`src/verilog/icc_defines.vh`:
```
// Constants for the four-channel input capture block.
//-----------------------------------------------------------------------------
// Behaviour
// - Capture on falling, rising, every 4th rising, 16th rising or both edges.
// - Edge prescaler counter clears when channel is off and on reset.
// - Each channel buffers captures in a four-entry, 16-bit FIFO.
// - Not-empty flag sets on first capture, stays until all entries read.
// - A buffer read returns the oldest entry and advances the rest.
// - Fifth capture into a full buffer sets overflow; value is dropped.
// - After overflow, nothing is stored until all four entries are read.
// - Reading an empty buffer returns an undefined value.
// - Control bit 7 picks the time base; second time base after reset.
// - Mode 001 sets the event flag on every rising and falling edge.
// - Mode 001 ignores the interrupt interval field.
// - Mode 001 never reports capture overflow.
// - In Idle or Sleep an enabled event requests wake-up or interrupt.
// - Mode 111 with enable wakes from Sleep or Idle, timer running or not.
// - In Sleep the channel is only an interrupt source; interval ignored.
// - In Sleep the divide-by-4 and divide-by-16 settings do nothing.
// - Four independent channels, numbered one, two, seven and eight.
// - Two-bit interval field at control bits 6:5 sets captures per event.
// - Full capture in Idle only with timer enabled and idle-stop clear.
// - In Idle with mode 111 the pin is only an interrupt input.
//-----------------------------------------------------------------------------
`ifndef ICC_DEFINES_VH
`define ICC_DEFINES_VH

// Register indices; byte address is four times the index
`define ICC_IDX_BUF1  12'h140
`define ICC_IDX_CON1  12'h142
`define ICC_IDX_BUF2  12'h144
`define ICC_IDX_CON2  12'h146
`define ICC_IDX_BUF7  12'h158
`define ICC_IDX_CON7  12'h15A
`define ICC_IDX_BUF8  12'h15C
`define ICC_IDX_CON8  12'h15E
`define ICC_IDX_FLAGS 12'h160

// Control register fields
`define ICC_MODE_HI   2
`define ICC_MODE_LO   0
`define ICC_BNE_BIT   3
`define ICC_OV_BIT    4
`define ICC_ICI_HI    6
`define ICC_ICI_LO    5
`define ICC_TSEL_BIT  7
`define ICC_SIDL_BIT  13

// Flag register fields
`define ICC_FLG_LO    0
`define ICC_IE_LO     8

// Capture mode codes
`define ICC_M_OFF     3'h0
`define ICC_M_BOTH    3'h1
`define ICC_M_FALL    3'h2
`define ICC_M_RISE    3'h3
`define ICC_M_R4      3'h4
`define ICC_M_R16     3'h5
`define ICC_M_INT     3'h7

// Prescaler terminal counts
`define ICC_PRE4_LAST  4'h3
`define ICC_PRE16_LAST 4'hF

`endif

```
`src/verilog/icc_edge_sync.v`:
```
// Pin synchroniser and edge detector for one capture input.
module icc_edge_sync (
  // Clock and reset
  input  wire pclk,
  input  wire presetn,
  // Pin and edge pulses
  input  wire pin,
  output wire rise,
  output wire fall
);

  reg meta_reg;
  reg sync_reg;
  reg last_reg;

  // Two-stage synchroniser; only the second stage feeds the detector
  always @(posedge pclk or negedge presetn) begin
    if (!presetn) begin
      meta_reg <= 1'b0;
      sync_reg <= 1'b0;
      last_reg <= 1'b0;
    end else begin
      meta_reg <= pin;
      sync_reg <= meta_reg;
      last_reg <= sync_reg;
    end
  end

  // One-cycle edge pulses
  assign rise = sync_reg & ~last_reg;
  assign fall = ~sync_reg & last_reg;

endmodule // icc_edge_sync

```
`src/verilog/icc_fifo.v`:
```
// Shifting capture FIFO: head is the oldest entry whenever the FIFO is not empty.
module icc_fifo #(
  parameter W  = 16,
  parameter D  = 4,
  parameter CW = 3
) (
  // Clock and reset
  input  wire          pclk,
  input  wire          presetn,
  // Fill and drain
  input  wire          push,
  input  wire          pop,
  input  wire [W-1:0]  din,
  output wire [W-1:0]  head,
  output wire [CW-1:0] count,
  output wire          full
);

  localparam integer  DI    = D;
  localparam [CW-1:0] FULLC = DI[CW-1:0];
  localparam [CW-1:0] ONE   = {{(CW-1){1'b0}}, 1'b1};

  reg [W-1:0]  slot_reg [0:D-1];
  reg [CW-1:0] cnt_reg;

  // Pop on empty is ignored, so a stale head is returned
  wire          do_pop  = pop & (cnt_reg != {CW{1'b0}});
  wire          do_push = push & (~full | do_pop);
  wire [CW-1:0] wpos    = do_pop ? cnt_reg - ONE : cnt_reg;

  // Occupancy counter
  always @(posedge pclk or negedge presetn) begin
    if (!presetn)
      cnt_reg <= {CW{1'b0}};
    else if (do_push & ~do_pop)
      cnt_reg <= cnt_reg + ONE;
    else if (do_pop & ~do_push)
      cnt_reg <= cnt_reg - ONE;
  end

  // Each slot loads new data; all but the last take their neighbour on a read
  genvar i;
  generate
    for (i = 0; i < D; i = i + 1) begin : slot
      localparam integer  PI  = i;
      localparam [CW-1:0] POS = PI[CW-1:0];
      if (i < D - 1) begin : mid
        always @(posedge pclk or negedge presetn) begin
          if (!presetn)
            slot_reg[i] <= {W{1'b0}};
          else if (do_push && wpos == POS)
            slot_reg[i] <= din;
          else if (do_pop)
            slot_reg[i] <= slot_reg[i+1];
        end
      end else begin : last
        always @(posedge pclk or negedge presetn) begin
          if (!presetn)
            slot_reg[i] <= {W{1'b0}};
          else if (do_push && wpos == POS)
            slot_reg[i] <= din;
        end
      end
    end
  endgenerate

  assign head  = slot_reg[0];
  assign count = cnt_reg;
  assign full  = (cnt_reg == FULLC);

endmodule // icc_fifo

```
`src/verilog/icc_top.v`:
```
// Four-channel input capture block with an APB register slave.
//
// Decided for this implementation: the address map and the APB interface to the registers.
`include "icc_defines.vh"

module icc_top #(
  parameter NCH   = 4,
  parameter DW    = 16,
  parameter DEPTH = 4,
  parameter CW    = 3
) (
  // APB clock and reset
  input  wire            pclk,
  input  wire            presetn,
  // APB slave
  input  wire            psel,
  input  wire            penable,
  input  wire            pwrite,
  input  wire [15:0]     paddr,
  input  wire [31:0]     pwdata,
  output reg  [31:0]     prdata,
  output reg             pready,
  output reg             pslverr,
  // Capture pins, index 0..3 for channels one, two, seven, eight
  input  wire [NCH-1:0]  capture_pin,
  // Time bases and their run state
  input  wire [DW-1:0]   first_time_base,
  input  wire [DW-1:0]   second_time_base,
  input  wire            first_base_running,
  input  wire            second_base_running,
  // Processor power state
  input  wire            cpu_idle,
  input  wire            cpu_sleep,
  // Event flags and wake requests
  output wire [NCH-1:0]  capture_event_flag,
  output wire [NCH-1:0]  wake_request
);

  //---------------------------------------------------------------------------
  // Bus decode
  //---------------------------------------------------------------------------

  wire [11:0] idx = paddr[13:2];

  // First access cycle; the answer follows one cycle later
  wire acc_first = psel & penable & ~pready;
  // Completing edge: writes and buffer pops take effect only here
  wire acc_done  = psel & penable & pready;
  wire wr_done   = acc_done & pwrite;
  wire rd_done   = acc_done & ~pwrite;

  // Per-channel hits and readback
  wire [NCH-1:0]    hit_buf;
  wire [NCH-1:0]    hit_con;
  wire [NCH*DW-1:0] buf_all;
  wire [NCH*DW-1:0] con_all;
  wire [NCH-1:0]    flag_all;
  wire [NCH-1:0]    wake_all;
  wire              hit_flags = (idx == `ICC_IDX_FLAGS);

  // Channel interrupt enables, software owned
  reg [NCH-1:0] ie_reg;

  //---------------------------------------------------------------------------
  // Enable register
  //---------------------------------------------------------------------------

  // Enables share the flag register with the sticky flags
  always @(posedge pclk or negedge presetn) begin
    if (!presetn)
      ie_reg <= {NCH{1'b0}};
    else if (wr_done && hit_flags)
      ie_reg <= pwdata[`ICC_IE_LO +: NCH];
  end

  //---------------------------------------------------------------------------
  // Channels
  //---------------------------------------------------------------------------

  genvar g;
  generate
    for (g = 0; g < NCH; g = g + 1) begin : ch
      localparam [11:0] BIDX = (g == 0) ? `ICC_IDX_BUF1 :
                               (g == 1) ? `ICC_IDX_BUF2 :
                               (g == 2) ? `ICC_IDX_BUF7 : `ICC_IDX_BUF8;
      localparam [11:0] CIDX = (g == 0) ? `ICC_IDX_CON1 :
                               (g == 1) ? `ICC_IDX_CON2 :
                               (g == 2) ? `ICC_IDX_CON7 : `ICC_IDX_CON8;

      wire          rise;
      wire          fall;
      wire [DW-1:0] head;
      wire [CW-1:0] cnt;
      wire          full;

      reg [2:0] mode_reg;
      reg [1:0] ici_reg;
      reg       tsel_reg;
      reg       sidl_reg;
      reg       ov_reg;
      reg [3:0] pre_reg;
      reg [1:0] icnt_reg;
      reg       flag_reg;
      reg       wake_reg;
      reg       ev;

      // Pin conditioning
      icc_edge_sync u_sync (
        .pclk    (pclk),
        .presetn (presetn),
        .pin     (capture_pin[g]),
        .rise    (rise),
        .fall    (fall)
      );

      assign hit_buf[g] = (idx == BIDX);
      assign hit_con[g] = (idx == CIDX);

      wire con_wr = wr_done & hit_con[g];
      wire buf_rd = rd_done & hit_buf[g];

      // Time base choice; clear bit means the second base
      wire          t_run = tsel_reg ? first_base_running
                                     : second_base_running;
      wire [DW-1:0] t_val = tsel_reg ? first_time_base
                                     : second_time_base;

      // Full operation: awake, or idle with timer running and idle-stop clear
      wire full_op  = ~cpu_sleep & (~cpu_idle | (t_run & ~sidl_reg));
      wire int_only = (mode_reg == `ICC_M_INT);
      wire both     = (mode_reg == `ICC_M_BOTH);
      wire pre_mode = (mode_reg == `ICC_M_R4) | (mode_reg == `ICC_M_R16);
      wire pre_hit  = (mode_reg == `ICC_M_R4) ?
                      (pre_reg == `ICC_PRE4_LAST) :
                      (pre_reg == `ICC_PRE16_LAST);

      // Edge selection per mode; unused code 110 captures nothing
      always @* begin
        case (mode_reg)
          `ICC_M_BOTH: ev = rise | fall;
          `ICC_M_FALL: ev = fall;
          `ICC_M_RISE: ev = rise;
          `ICC_M_R4:   ev = rise & pre_hit;
          `ICC_M_R16:  ev = rise & pre_hit;
          default:     ev = 1'b0;
        endcase
      end

      // Captures happen only in full operation
      wire cap    = ev & full_op;
      // Storage stays blocked after overflow until drained
      wire block  = ov_reg & (cnt != {CW{1'b0}});
      wire push   = cap & ~full & ~block;
      // Both-edge mode drops silently instead of flagging
      wire ov_set = cap & full & ~both;

      // Mode 111 raises events on rising edges in any state
      // Both-edge mode and Sleep ignore the interval
      wire int_ev = int_only ? rise
                  : cap & (both | (icnt_reg == ici_reg));

      // Control fields; reset selects the second time base
      always @(posedge pclk or negedge presetn) begin
        if (!presetn) begin
          mode_reg <= `ICC_M_OFF;
          ici_reg  <= 2'h0;
          tsel_reg <= 1'b0;
          sidl_reg <= 1'b0;
        end else if (con_wr) begin
          mode_reg <= pwdata[`ICC_MODE_HI:`ICC_MODE_LO];
          ici_reg  <= pwdata[`ICC_ICI_HI:`ICC_ICI_LO];
          tsel_reg <= pwdata[`ICC_TSEL_BIT];
          sidl_reg <= pwdata[`ICC_SIDL_BIT];
        end
      end

      // Overflow: writing zero clears it, a new overflow wins
      always @(posedge pclk or negedge presetn) begin
        if (!presetn)
          ov_reg <= 1'b0;
        else if (ov_set)
          ov_reg <= 1'b1;
        else if (con_wr && !pwdata[`ICC_OV_BIT])
          ov_reg <= 1'b0;
      end

      // Edge prescaler; frozen in Sleep where it must not act
      always @(posedge pclk or negedge presetn) begin
        if (!presetn)
          pre_reg <= 4'h0;
        else if (mode_reg == `ICC_M_OFF)
          pre_reg <= 4'h0;
        else if (rise && pre_mode && !cpu_sleep)
          pre_reg <= pre_hit ? 4'h0 : pre_reg + 4'h1;
      end

      // Interval counter, counts captures between events
      always @(posedge pclk or negedge presetn) begin
        if (!presetn)
          icnt_reg <= 2'h0;
        else if (mode_reg == `ICC_M_OFF)
          icnt_reg <= 2'h0;
        else if (cap && !both)
          icnt_reg <= (icnt_reg == ici_reg) ? 2'h0 : icnt_reg + 2'h1;
      end

      // Sticky event flag: write one to clear, a new event wins
      always @(posedge pclk or negedge presetn) begin
        if (!presetn)
          flag_reg <= 1'b0;
        else if (int_ev)
          flag_reg <= 1'b1;
        else if (wr_done && hit_flags && pwdata[`ICC_FLG_LO + g])
          flag_reg <= 1'b0;
      end

      // Wake pulse for an enabled event in Idle or Sleep
      always @(posedge pclk or negedge presetn) begin
        if (!presetn)
          wake_reg <= 1'b0;
        else
          wake_reg <= int_ev & ie_reg[g] & (cpu_idle | cpu_sleep);
      end

      // Capture buffer, popped by a completed buffer read
      icc_fifo #(
        .W  (DW),
        .D  (DEPTH),
        .CW (CW)
      ) u_fifo (
        .pclk    (pclk),
        .presetn (presetn),
        .push    (push),
        .pop     (buf_rd),
        .din     (t_val),
        .head    (head),
        .count   (cnt),
        .full    (full)
      );

      // Readback images; not-empty follows occupancy
      assign buf_all[g*DW +: DW] = head;
      assign con_all[g*DW +: DW] = {2'h0, sidl_reg, 5'h00, tsel_reg,
                                    ici_reg, ov_reg,
                                    (cnt != {CW{1'b0}}), mode_reg};
      assign flag_all[g] = flag_reg;
      assign wake_all[g] = wake_reg;
    end
  endgenerate

  //---------------------------------------------------------------------------
  // Read multiplexer
  //---------------------------------------------------------------------------

  reg [31:0] rd_val;
  reg        rd_hit;
  integer    k;

  // Unmapped addresses read zero and answer with an error
  always @* begin
    rd_val = 32'h0000_0000;
    rd_hit = hit_flags;
    if (hit_flags) begin
      rd_val[`ICC_FLG_LO +: NCH] = flag_all;
      rd_val[`ICC_IE_LO +: NCH]  = ie_reg;
    end
    for (k = 0; k < NCH; k = k + 1) begin
      if (hit_buf[k]) begin
        rd_val[DW-1:0] = buf_all[k*DW +: DW];
        rd_hit = 1'b1;
      end
      if (hit_con[k]) begin
        rd_val[DW-1:0] = con_all[k*DW +: DW];
        rd_hit = 1'b1;
      end
    end
  end

  //---------------------------------------------------------------------------
  // APB answer
  //---------------------------------------------------------------------------

  // One wait state keeps every bus output registered
  always @(posedge pclk or negedge presetn) begin
    if (!presetn) begin
      pready  <= 1'b0;
      pslverr <= 1'b0;
      prdata  <= 32'h0000_0000;
    end else begin
      pready  <= acc_first;
      pslverr <= acc_first & ~rd_hit;
      if (acc_first && !pwrite)
        prdata <= rd_val;
    end
  end

  assign capture_event_flag = flag_all;
  assign wake_request       = wake_all;

endmodule // icc_top
```
`config.mk`:
```
export PLATFORM = sky130hd
export DESIGN_NAME = icc_top
export DESIGN_NICKNAME = d
export VERILOG_FILES = /design/src/verilog/icc_edge_sync.v /design/src/verilog/icc_fifo.v /design/src/verilog/icc_top.v
export VERILOG_INCLUDE_DIRS = /design/src /design/src/verilog
export SDC_FILE = /design/constraint.sdc
export NUM_CORES = 1
export LEC_CHECK = 0
export BUFFER_PORTS_ARGS = -buffer_cell sky130_fd_sc_hd__buf_2
export CAP_MARGIN = 15
export CORE_ASPECT_RATIO = 1.25
export CORE_MARGIN = 1
export CORE_UTILIZATION = 33
export CTS_CLUSTER_DIAMETER = 100
export DETAILED_ROUTE_END_ITERATION = 8
export GPL_ROUTABILITY_DRIVEN = 0
export GPL_TIMING_DRIVEN = 0
export MAX_ROUTING_LAYER = met4
export PLACE_DENSITY_LB_ADDON = 0.3
export RECOVER_POWER = 100
export SLEW_MARGIN = 0
export SYNTH_ARGS = -nofsm -noshare
export SYNTH_HDL_FRONTEND = slang
export SYNTH_HIERARCHICAL = 1
export SYNTH_SLANG_ARGS = --single-unit
```
`constraint.sdc`:
```
create_clock -name pclk -period 9.05 [get_ports pclk]
set_clock_uncertainty 0.1 [all_clocks]
set_input_delay 0.905 -clock pclk [delete_from_list [all_inputs] [get_ports pclk]]
set_output_delay 0.905 -clock pclk [all_outputs]
set_load 0.005 [all_outputs]
```
=== Word level (Yosys, flattened, before mapping) ===
Cells that the tools add are included.

* Register bits after elaboration: 366
* Output and inout bits: 42
* Bits of input ports: 93
* Word-level logic and storage cells: 500

* Multiplexer cells: 114
* Bitwise operators: 144
* Add/sub/neg operators: 16
* Reductions and logical operators: 93
* Equal/unequal tests: 61

{| class="wikitable"
|+ Operators with widths
! cell !! count
|-
| 2-to-1 mux 16 bit || 36
|-
| == test 12 x 9 -> 1 bit, second input constant || 9
|-
| AND 1 bit || 86
|-
| nonzero test 2 bit || 32
|-
| 2-to-1 mux 4 bit || 14
|-
| == test 3 x 2 -> 1 bit, second input constant || 16
|-
| == test 3 bit, second input constant || 16
|-
| logical AND 1 bit || 38
|-
| inverter 1 bit || 37
|-
| 2-to-1 mux 1 bit || 36
|-
| 2-to-1 mux 3 bit || 12
|-
| == test 3 x 1 -> 1 bit, second input constant || 8
|-
| zero test 3 bit || 8
|-
| 2-to-1 mux 2 bit || 12
|-
| OR 1 bit || 21
|-
| adder 4 x 1 -> 4 bit, second input constant || 4
|-
| == test 4 x 2 -> 1 bit, second input constant || 4
|-
| == test 4 bit, second input constant || 4
|-
| one-hot mux 1 bit (4 select lines) || 4
|-
| adder 3 x 1 -> 3 bit, second input constant || 4
|-
| nonzero test 3 bit || 4
|-
| subtractor 3 x 1 -> 3 bit, second input constant || 4
|-
| adder 2 x 1 -> 2 bit, second input constant || 4
|-
| == test 2 bit || 4
|-
| 2 further kinds || 11
|}

=== Logic depth before layout (Yosys ltp) ===
* Depth in word-level cells: 12
* Depth in mapped cells: 12

=== Modules after synthesis ===
Netlist, hierarchy kept.

{| class="wikitable"
|+ Modules (own cells, without submodules)
! module !! times used !! area each (µm²) !! cells each !! sequential area each (µm²)
|-
| icc_fifo (ch[1].u_fifo ...) || 3 || 3540.9 || 252 || 1676.6
|-
| icc_top || 1 || 6632.6 || 747 || 2152.1
|-
| icc_fifo (ch[0].u_fifo) || 1 || 3417.0 || 240 || 1676.6
|-
| icc_edge_sync || 4 || 90.1 || 5 || 75.1
|}

=== Worst setup path after synthesis ===
OpenSTA, ideal clock, no wires.

* Path type: input-to-reg
* From: input paddr[9]
* To: register ch[1].u_fifo/slot_reg[32] (netlist bit)
* Required time: 8.825 ns
* Setup time: 0.125 ns
* Slack: 5.336 ns
* Arrival: 3.489 ns
* Cell stages on the path: 10
* Buffers on the path: 2
* Path through: nor4b_4 nand2_1 nor3_1 nor3b_1 buf_2 inv_1 or3_1 o2111ai_2 buf_6 mux2_4

* Longest elaborated chain between the ends: 7
* Elaborated cells on any way between the ends: 10
* Those cells by class: eq/ne: 2; mux: 2; bitwise: 4; reduce/logical: 2

{| class="wikitable"
|+ RTL lines
! what !! line !! text
|-
| start, declared || icc_top.v:19 || <nowiki>input wire [15:0] paddr,</nowiki>
|-
| == test 12 x 9 -> 1 bit (*) || icc_top.v:116 || <nowiki>assign hit_buf[g] = (idx == BIDX);</nowiki>
|-
| AND 1 bit (*) || icc_top.v:120 || <nowiki>wire buf_rd = rd_done & hit_buf[g];</nowiki>
|-
| named net ch[1].buf_rd || icc_top.v:120 ||
|-
| AND 1 bit (*) || icc_fifo.v:27 || <nowiki>wire do_pop = pop & (cnt_reg != {CW{1'b0}});</nowiki>
|-
| 2-to-1 mux 3 bit / OR 1 bit (equally long branches) || icc_fifo.v:29, icc_fifo.v:28 ||
|-
| == test 3 x 1 -> 1 bit / AND 1 bit (equally long branches) || icc_fifo.v:51, icc_fifo.v:28 ||
|-
| logical AND 1 bit || icc_fifo.v:51 || <nowiki>else if (do_push && wpos == POS)</nowiki>
|-
| 2-to-1 mux 16 bit / nonzero test 2 bit (equally long branches) || -- ||
|-
| end signal, assigned by index || icc_fifo.v:50 || <nowiki>slot_reg[i] <= {W{1'b0}};</nowiki>
|-
| end signal, assigned by index || icc_fifo.v:52 || <nowiki>slot_reg[i] <= din;</nowiki>
|-
| end signal, assigned by index || icc_fifo.v:54 || <nowiki>slot_reg[i] <= slot_reg[i+1];</nowiki>
|-
| end, declared || icc_fifo.v:23 || <nowiki>reg [W-1:0] slot_reg [0:D-1];</nowiki>
|}

The timed path passes the listed nets; every way through them passes the cells marked *.
A chain may end at the register's enable or synchronous reset.

=== Worst setup path in the final report ===
* From: input paddr[11]
* To: register ch[3].u_fifo.slot_reg (netlist bit ch[3].u_fifo/head[12])

* Longest elaborated chain between the ends: 7
* Elaborated cells on any way between the ends: 10
* Those cells by class: eq/ne: 1; mux: 2; bitwise: 4; reduce/logical: 3

{| class="wikitable"
|+ RTL lines
! what !! line
|-
| == test 12 x 9 -> 1 bit (*) || icc_top.v:116
|-
| AND 1 bit (*) || icc_top.v:120
|-
| named net ch[3].buf_rd || icc_top.v:120
|-
| AND 1 bit (*) || icc_fifo.v:27
|-
| 2-to-1 mux 3 bit / OR 1 bit (equally long branches) || icc_fifo.v:29, icc_fifo.v:28
|-
| zero test 3 bit / AND 1 bit (equally long branches) || icc_fifo.v:51, icc_fifo.v:28
|-
| logical AND 1 bit || icc_fifo.v:51
|-
| 2-to-1 mux 16 bit / nonzero test 2 bit (equally long branches) || --
|-
| end signal, assigned by index || icc_fifo.v:50
|-
| end signal, assigned by index || icc_fifo.v:52
|-
| end signal, assigned by index || icc_fifo.v:54
|-
| end, declared || icc_fifo.v:23
|}

Marked as above.

==> out/metrics.yaml <==
synth_fa_ha_area_share_pct: 1.01
nFillCells: 6315
avgSynthCellArea_um2: 11.9
antenna_found_initial: 8
utilization_pct: 37.4
pre_cts_slack_ps: 3900
dr.pass1.iters: 6
met1_usage_pct: 23.8
power.density_nw_per_um2: 194
swShare_pct: 26.8
busiest_layer: "met2"
setup_viol: 0
ir_drop_uv: 129
synth_mux_area_share_pct: 30.8
grt.total_usage_pct: 19.3
crit_path_end_kind: "flop"
drive_gt1_share_pct: 38.6
synth_compound_area_share_pct: 9.35
pin_count: 135
cts_root_buf: "clkbuf_16"
path_clk_slew_ps: 60
grt_pass1_vias: 15000
via_count: 14700
critPathMaxFanout: 10
pwr-share-seq_pct: 44.5
power_switching_mw: 1.23
drcViolationCount: 0
largest_reg_flops: 192
holdBufCountCts: 0
hold_viol: 0
internal_power_mw: 3.36
synth_edf_count: 0
rsz0062_at_grt: "no"
worstPathArrival_ps: 7030
crit_family: "simple AND/OR/NAND/NOR gates"
cts.path.max_buffers: 3
synthArstFlopShare_pct: 100
slew_headroom_pct: -150
min-delay-path-class: "flop to flop"
use_met2_pct: 31.6
grt_pass1_wl_um: 92900
syn_area_um2: 21000
period_needed_ps: 6670
rows: 103
synth-seq-area-share_pct: 43.5
path_buf_inv: 5
synth_xor_area_share_pct: 0.750
power_frac_comb_pct: 18.1
path_depth: 12
routed_wl_um: 60700
grtUsageMet3_pct: 2.87
syn_to_final_growth_pct: 12.4
whs_path_depth: 0
cts_tree: "yes"
synth_top_family_by_area: "multiplexers"
clock-sinks: 366
worst-setup-path-type: "input pin to flop"
initial_core_util_pct: 33.3
yosysUniqueCellTypes: 86
fmax_ghz: 0.150
wl_per_cell_um: 21.7
drv_cap: 4
coreArea_um2: 63100
synthSimpleGateAreaFrac_pct: 8.33
synth_warnings: 6
crit_path_max_incr_delay_ps: 1670
start_kind: "input pin"
grt_max_degree: 118
cts_made_buffers: 42
die_x_um: 228
htree_num_levels: 2
path_cells: "buf_2 -> nor4_1 -> nand4_1 -> clkbuf_1 -> clkbuf_1 -> nor4_1 -> clkbuf_1 -> nor2b_1 -> nor3_1 -> o2111ai_1 -> clkbuf_1 -> mux2_1"
dieArea_um2: 64800
io_buffer_count: 95
vias_per_cell: 5.24
path_common_cell: "clkbuf_1"
die_y_um: 284
slowest_stage: "nor4_1"
pwr-share-clk_pct: 37.4
layoutNonFillerInstCount: 2799
syn-instance-count: 1763
synth_seq_cells: 366
hpwl_um: 45400
r2r_cells: 10
drt_iter0_drc: 1157
status: "finished, violations left"
postCtsSetupBuffers: 0
worstPathRequired_ps: 9400
cts_resized: 0
nets: 2031
dp_cells: 2717
power_leakage_nw: 11.0
ant_nets: 0
maxSlewViolCount: 88
failed_checks: "capacitance limit, slew limit"
tightest_slew_ps: 3750
grt_overflow: 0
period_share_pct: 73.7
insertion_delay_ps: 600
synthFlopType: "dfrtp_1"
fin_ws_ps: 2380
kinds of logic after synthesis:
kind of cell | count (synthesis)
AOI/OAI and AO/OA | 265
xor gates and xnor gates | 18
adders and majority gates | 17
buffers and inverters | 215
DFF | 366
muxes | 557
other | 1
and+or+nand+nor | 324
worst reg2reg max path: stages, from the launching register on:
cell       delay [ps]
dfrtp_1           310
clkbuf_1          590
mux2i_1           170
o21a_1            220
or2_2             290
a2111oi_0         920
inv_1             150
a311oi_1          480
o21ai_0           650
clkbuf_1          480
mux2_1            410
per-layer routing:
layer / routed length, um / up-vias
li1: - / 6678
met1: 25500 / 7423
met2: 29500 / 438
met3: 3310 / 120
met4: 2370 / 0
met5: 0 / -
cell type report:
type                            count  area, um^2  area share, %
Timing Repair Buffer               99         553           2.34
Buffer                            181        1070           4.54
Antenna cell                        9        22.5         0.0953
Clock buffer                       60        1230           5.20
Tap cell                          840        1050           4.45
Inverter                           34         128          0.540
Clock inverter                     13         136          0.577
Multi-Input combinational cell   1197       10300           43.5
Sequential cell                   366        9160           38.7
through the flow:
| stage | hold WS (ps) | power [mW] | cell area, um^2 | setup TNS [ps] |
|---|---|---|---|---|
| after global routing | 268 | 4.81 | 23600 | 0 |
| after CTS | 148 | 4.69 | 24100 | 0 |
| after floorplan | 231 | 2.69 | 21100 | 0 |
| after detailed placement | 235 | 2.96 | 22700 | 0 |
| final | 246 | 4.60 | 23600 | 0 |
| after global placement | 236 | 2.90 | 22600 | -105990 |
layout by cell type (no fill, tap or decap), types with 8 or more instances in the layout:
cell	instances
mux2_2	451
and2_1	9
a22oi_1	10
xor2_1	14
a211oi_1	11
nand3_1	17
nor2_1	63
diode_2	9
mux2_1	76
nand2_1	84
o211ai_1	9
a21o_1	12
o221ai_1	10
mux2i_1	23
or3_1	16
inv_1	34
clkbuf_4	8
dfrtp_1	366
and3_1	8
nor3_1	29
clkbuf_1	82
clkbuf_16	42
clkbuf_8	11
a21oi_1	42
o22ai_1	14
buf_4	81
a31oi_1	14
conb_1	16
o2111ai_1	8
nor2b_1	21
buf_2	101
o21ai_0	62
ha_1	17
nand2b_1	20
path summary, 6_finish.rpt:
kind                                            startpoint                                     to  slack [ps]
max in group asynchronous                          presetn   ch[3].u_fifo/slot_reg[3]$_DFFE_PN0P_        4620
hold reg to reg            ch[1].u_sync/meta_reg$_DFF_PN0_        ch[1].u_sync/sync_reg$_DFF_PN0_         250
min in group asynchronous                          presetn  ch[0].u_fifo/slot_reg[10]$_DFFE_PN0P_        1500
setup / recovery                                 paddr[11]      ch[3].u_fifo/head[12]$_DFFE_PN0P_        2380
hold / removal             ch[1].u_sync/meta_reg$_DFF_PN0_        ch[1].u_sync/sync_reg$_DFF_PN0_         250
setup reg to reg                ch[0].tsel_reg$_DFFE_PN0P_  ch[0].u_fifo/slot_reg[33]$_DFFE_PN0P_        4160
power groups by stage:
stage | Sequential, mW | Clock (mW) | Combinational, mW
finish | 2.04 | 1.72 | 0.834
global route | 2.08 | 1.82 | 0.914
CTS | 2.04 | 1.76 | 0.885
detailed placement | 2.07 | 0 | 0.882
global placement | 2.06 | 0 | 0.843
floorplan | 2.02 | 0 | 0.675
synthesized netlist by cell type, types with 8 or more instances:
library cell    n  area (um^2)
o22ai_1        14         87.6
mux2_2        451         5080
mux2i_1        23          230
dfrtp_1       366         9160
ha_1           17          213
xor2_1         14          123
and2_1         10         62.6
a31oi_1        14         87.6
o211ai_1        9         67.6
buf_2          29          145
a22oi_1        10         75.1
mux2_4         60          901
a211oi_1       11         82.6
a21oi_1        42          210
nand2_1        83          312
and3_1          8         50.1
inv_1          34          128
nor3_1         28          140
buf_4          98          736
nand3_1        17         85.1
or3_1          16          100
mux2_1         22          248
nor2_1         63          236
a21o_1         12         90.1
nor2b_1        21          131
buf_6          12          135
o21ai_0        58          290
nand2b_1       20          125
clkbuf_1       36          135
Note: power is estimated with default switching activity, not from simulation.
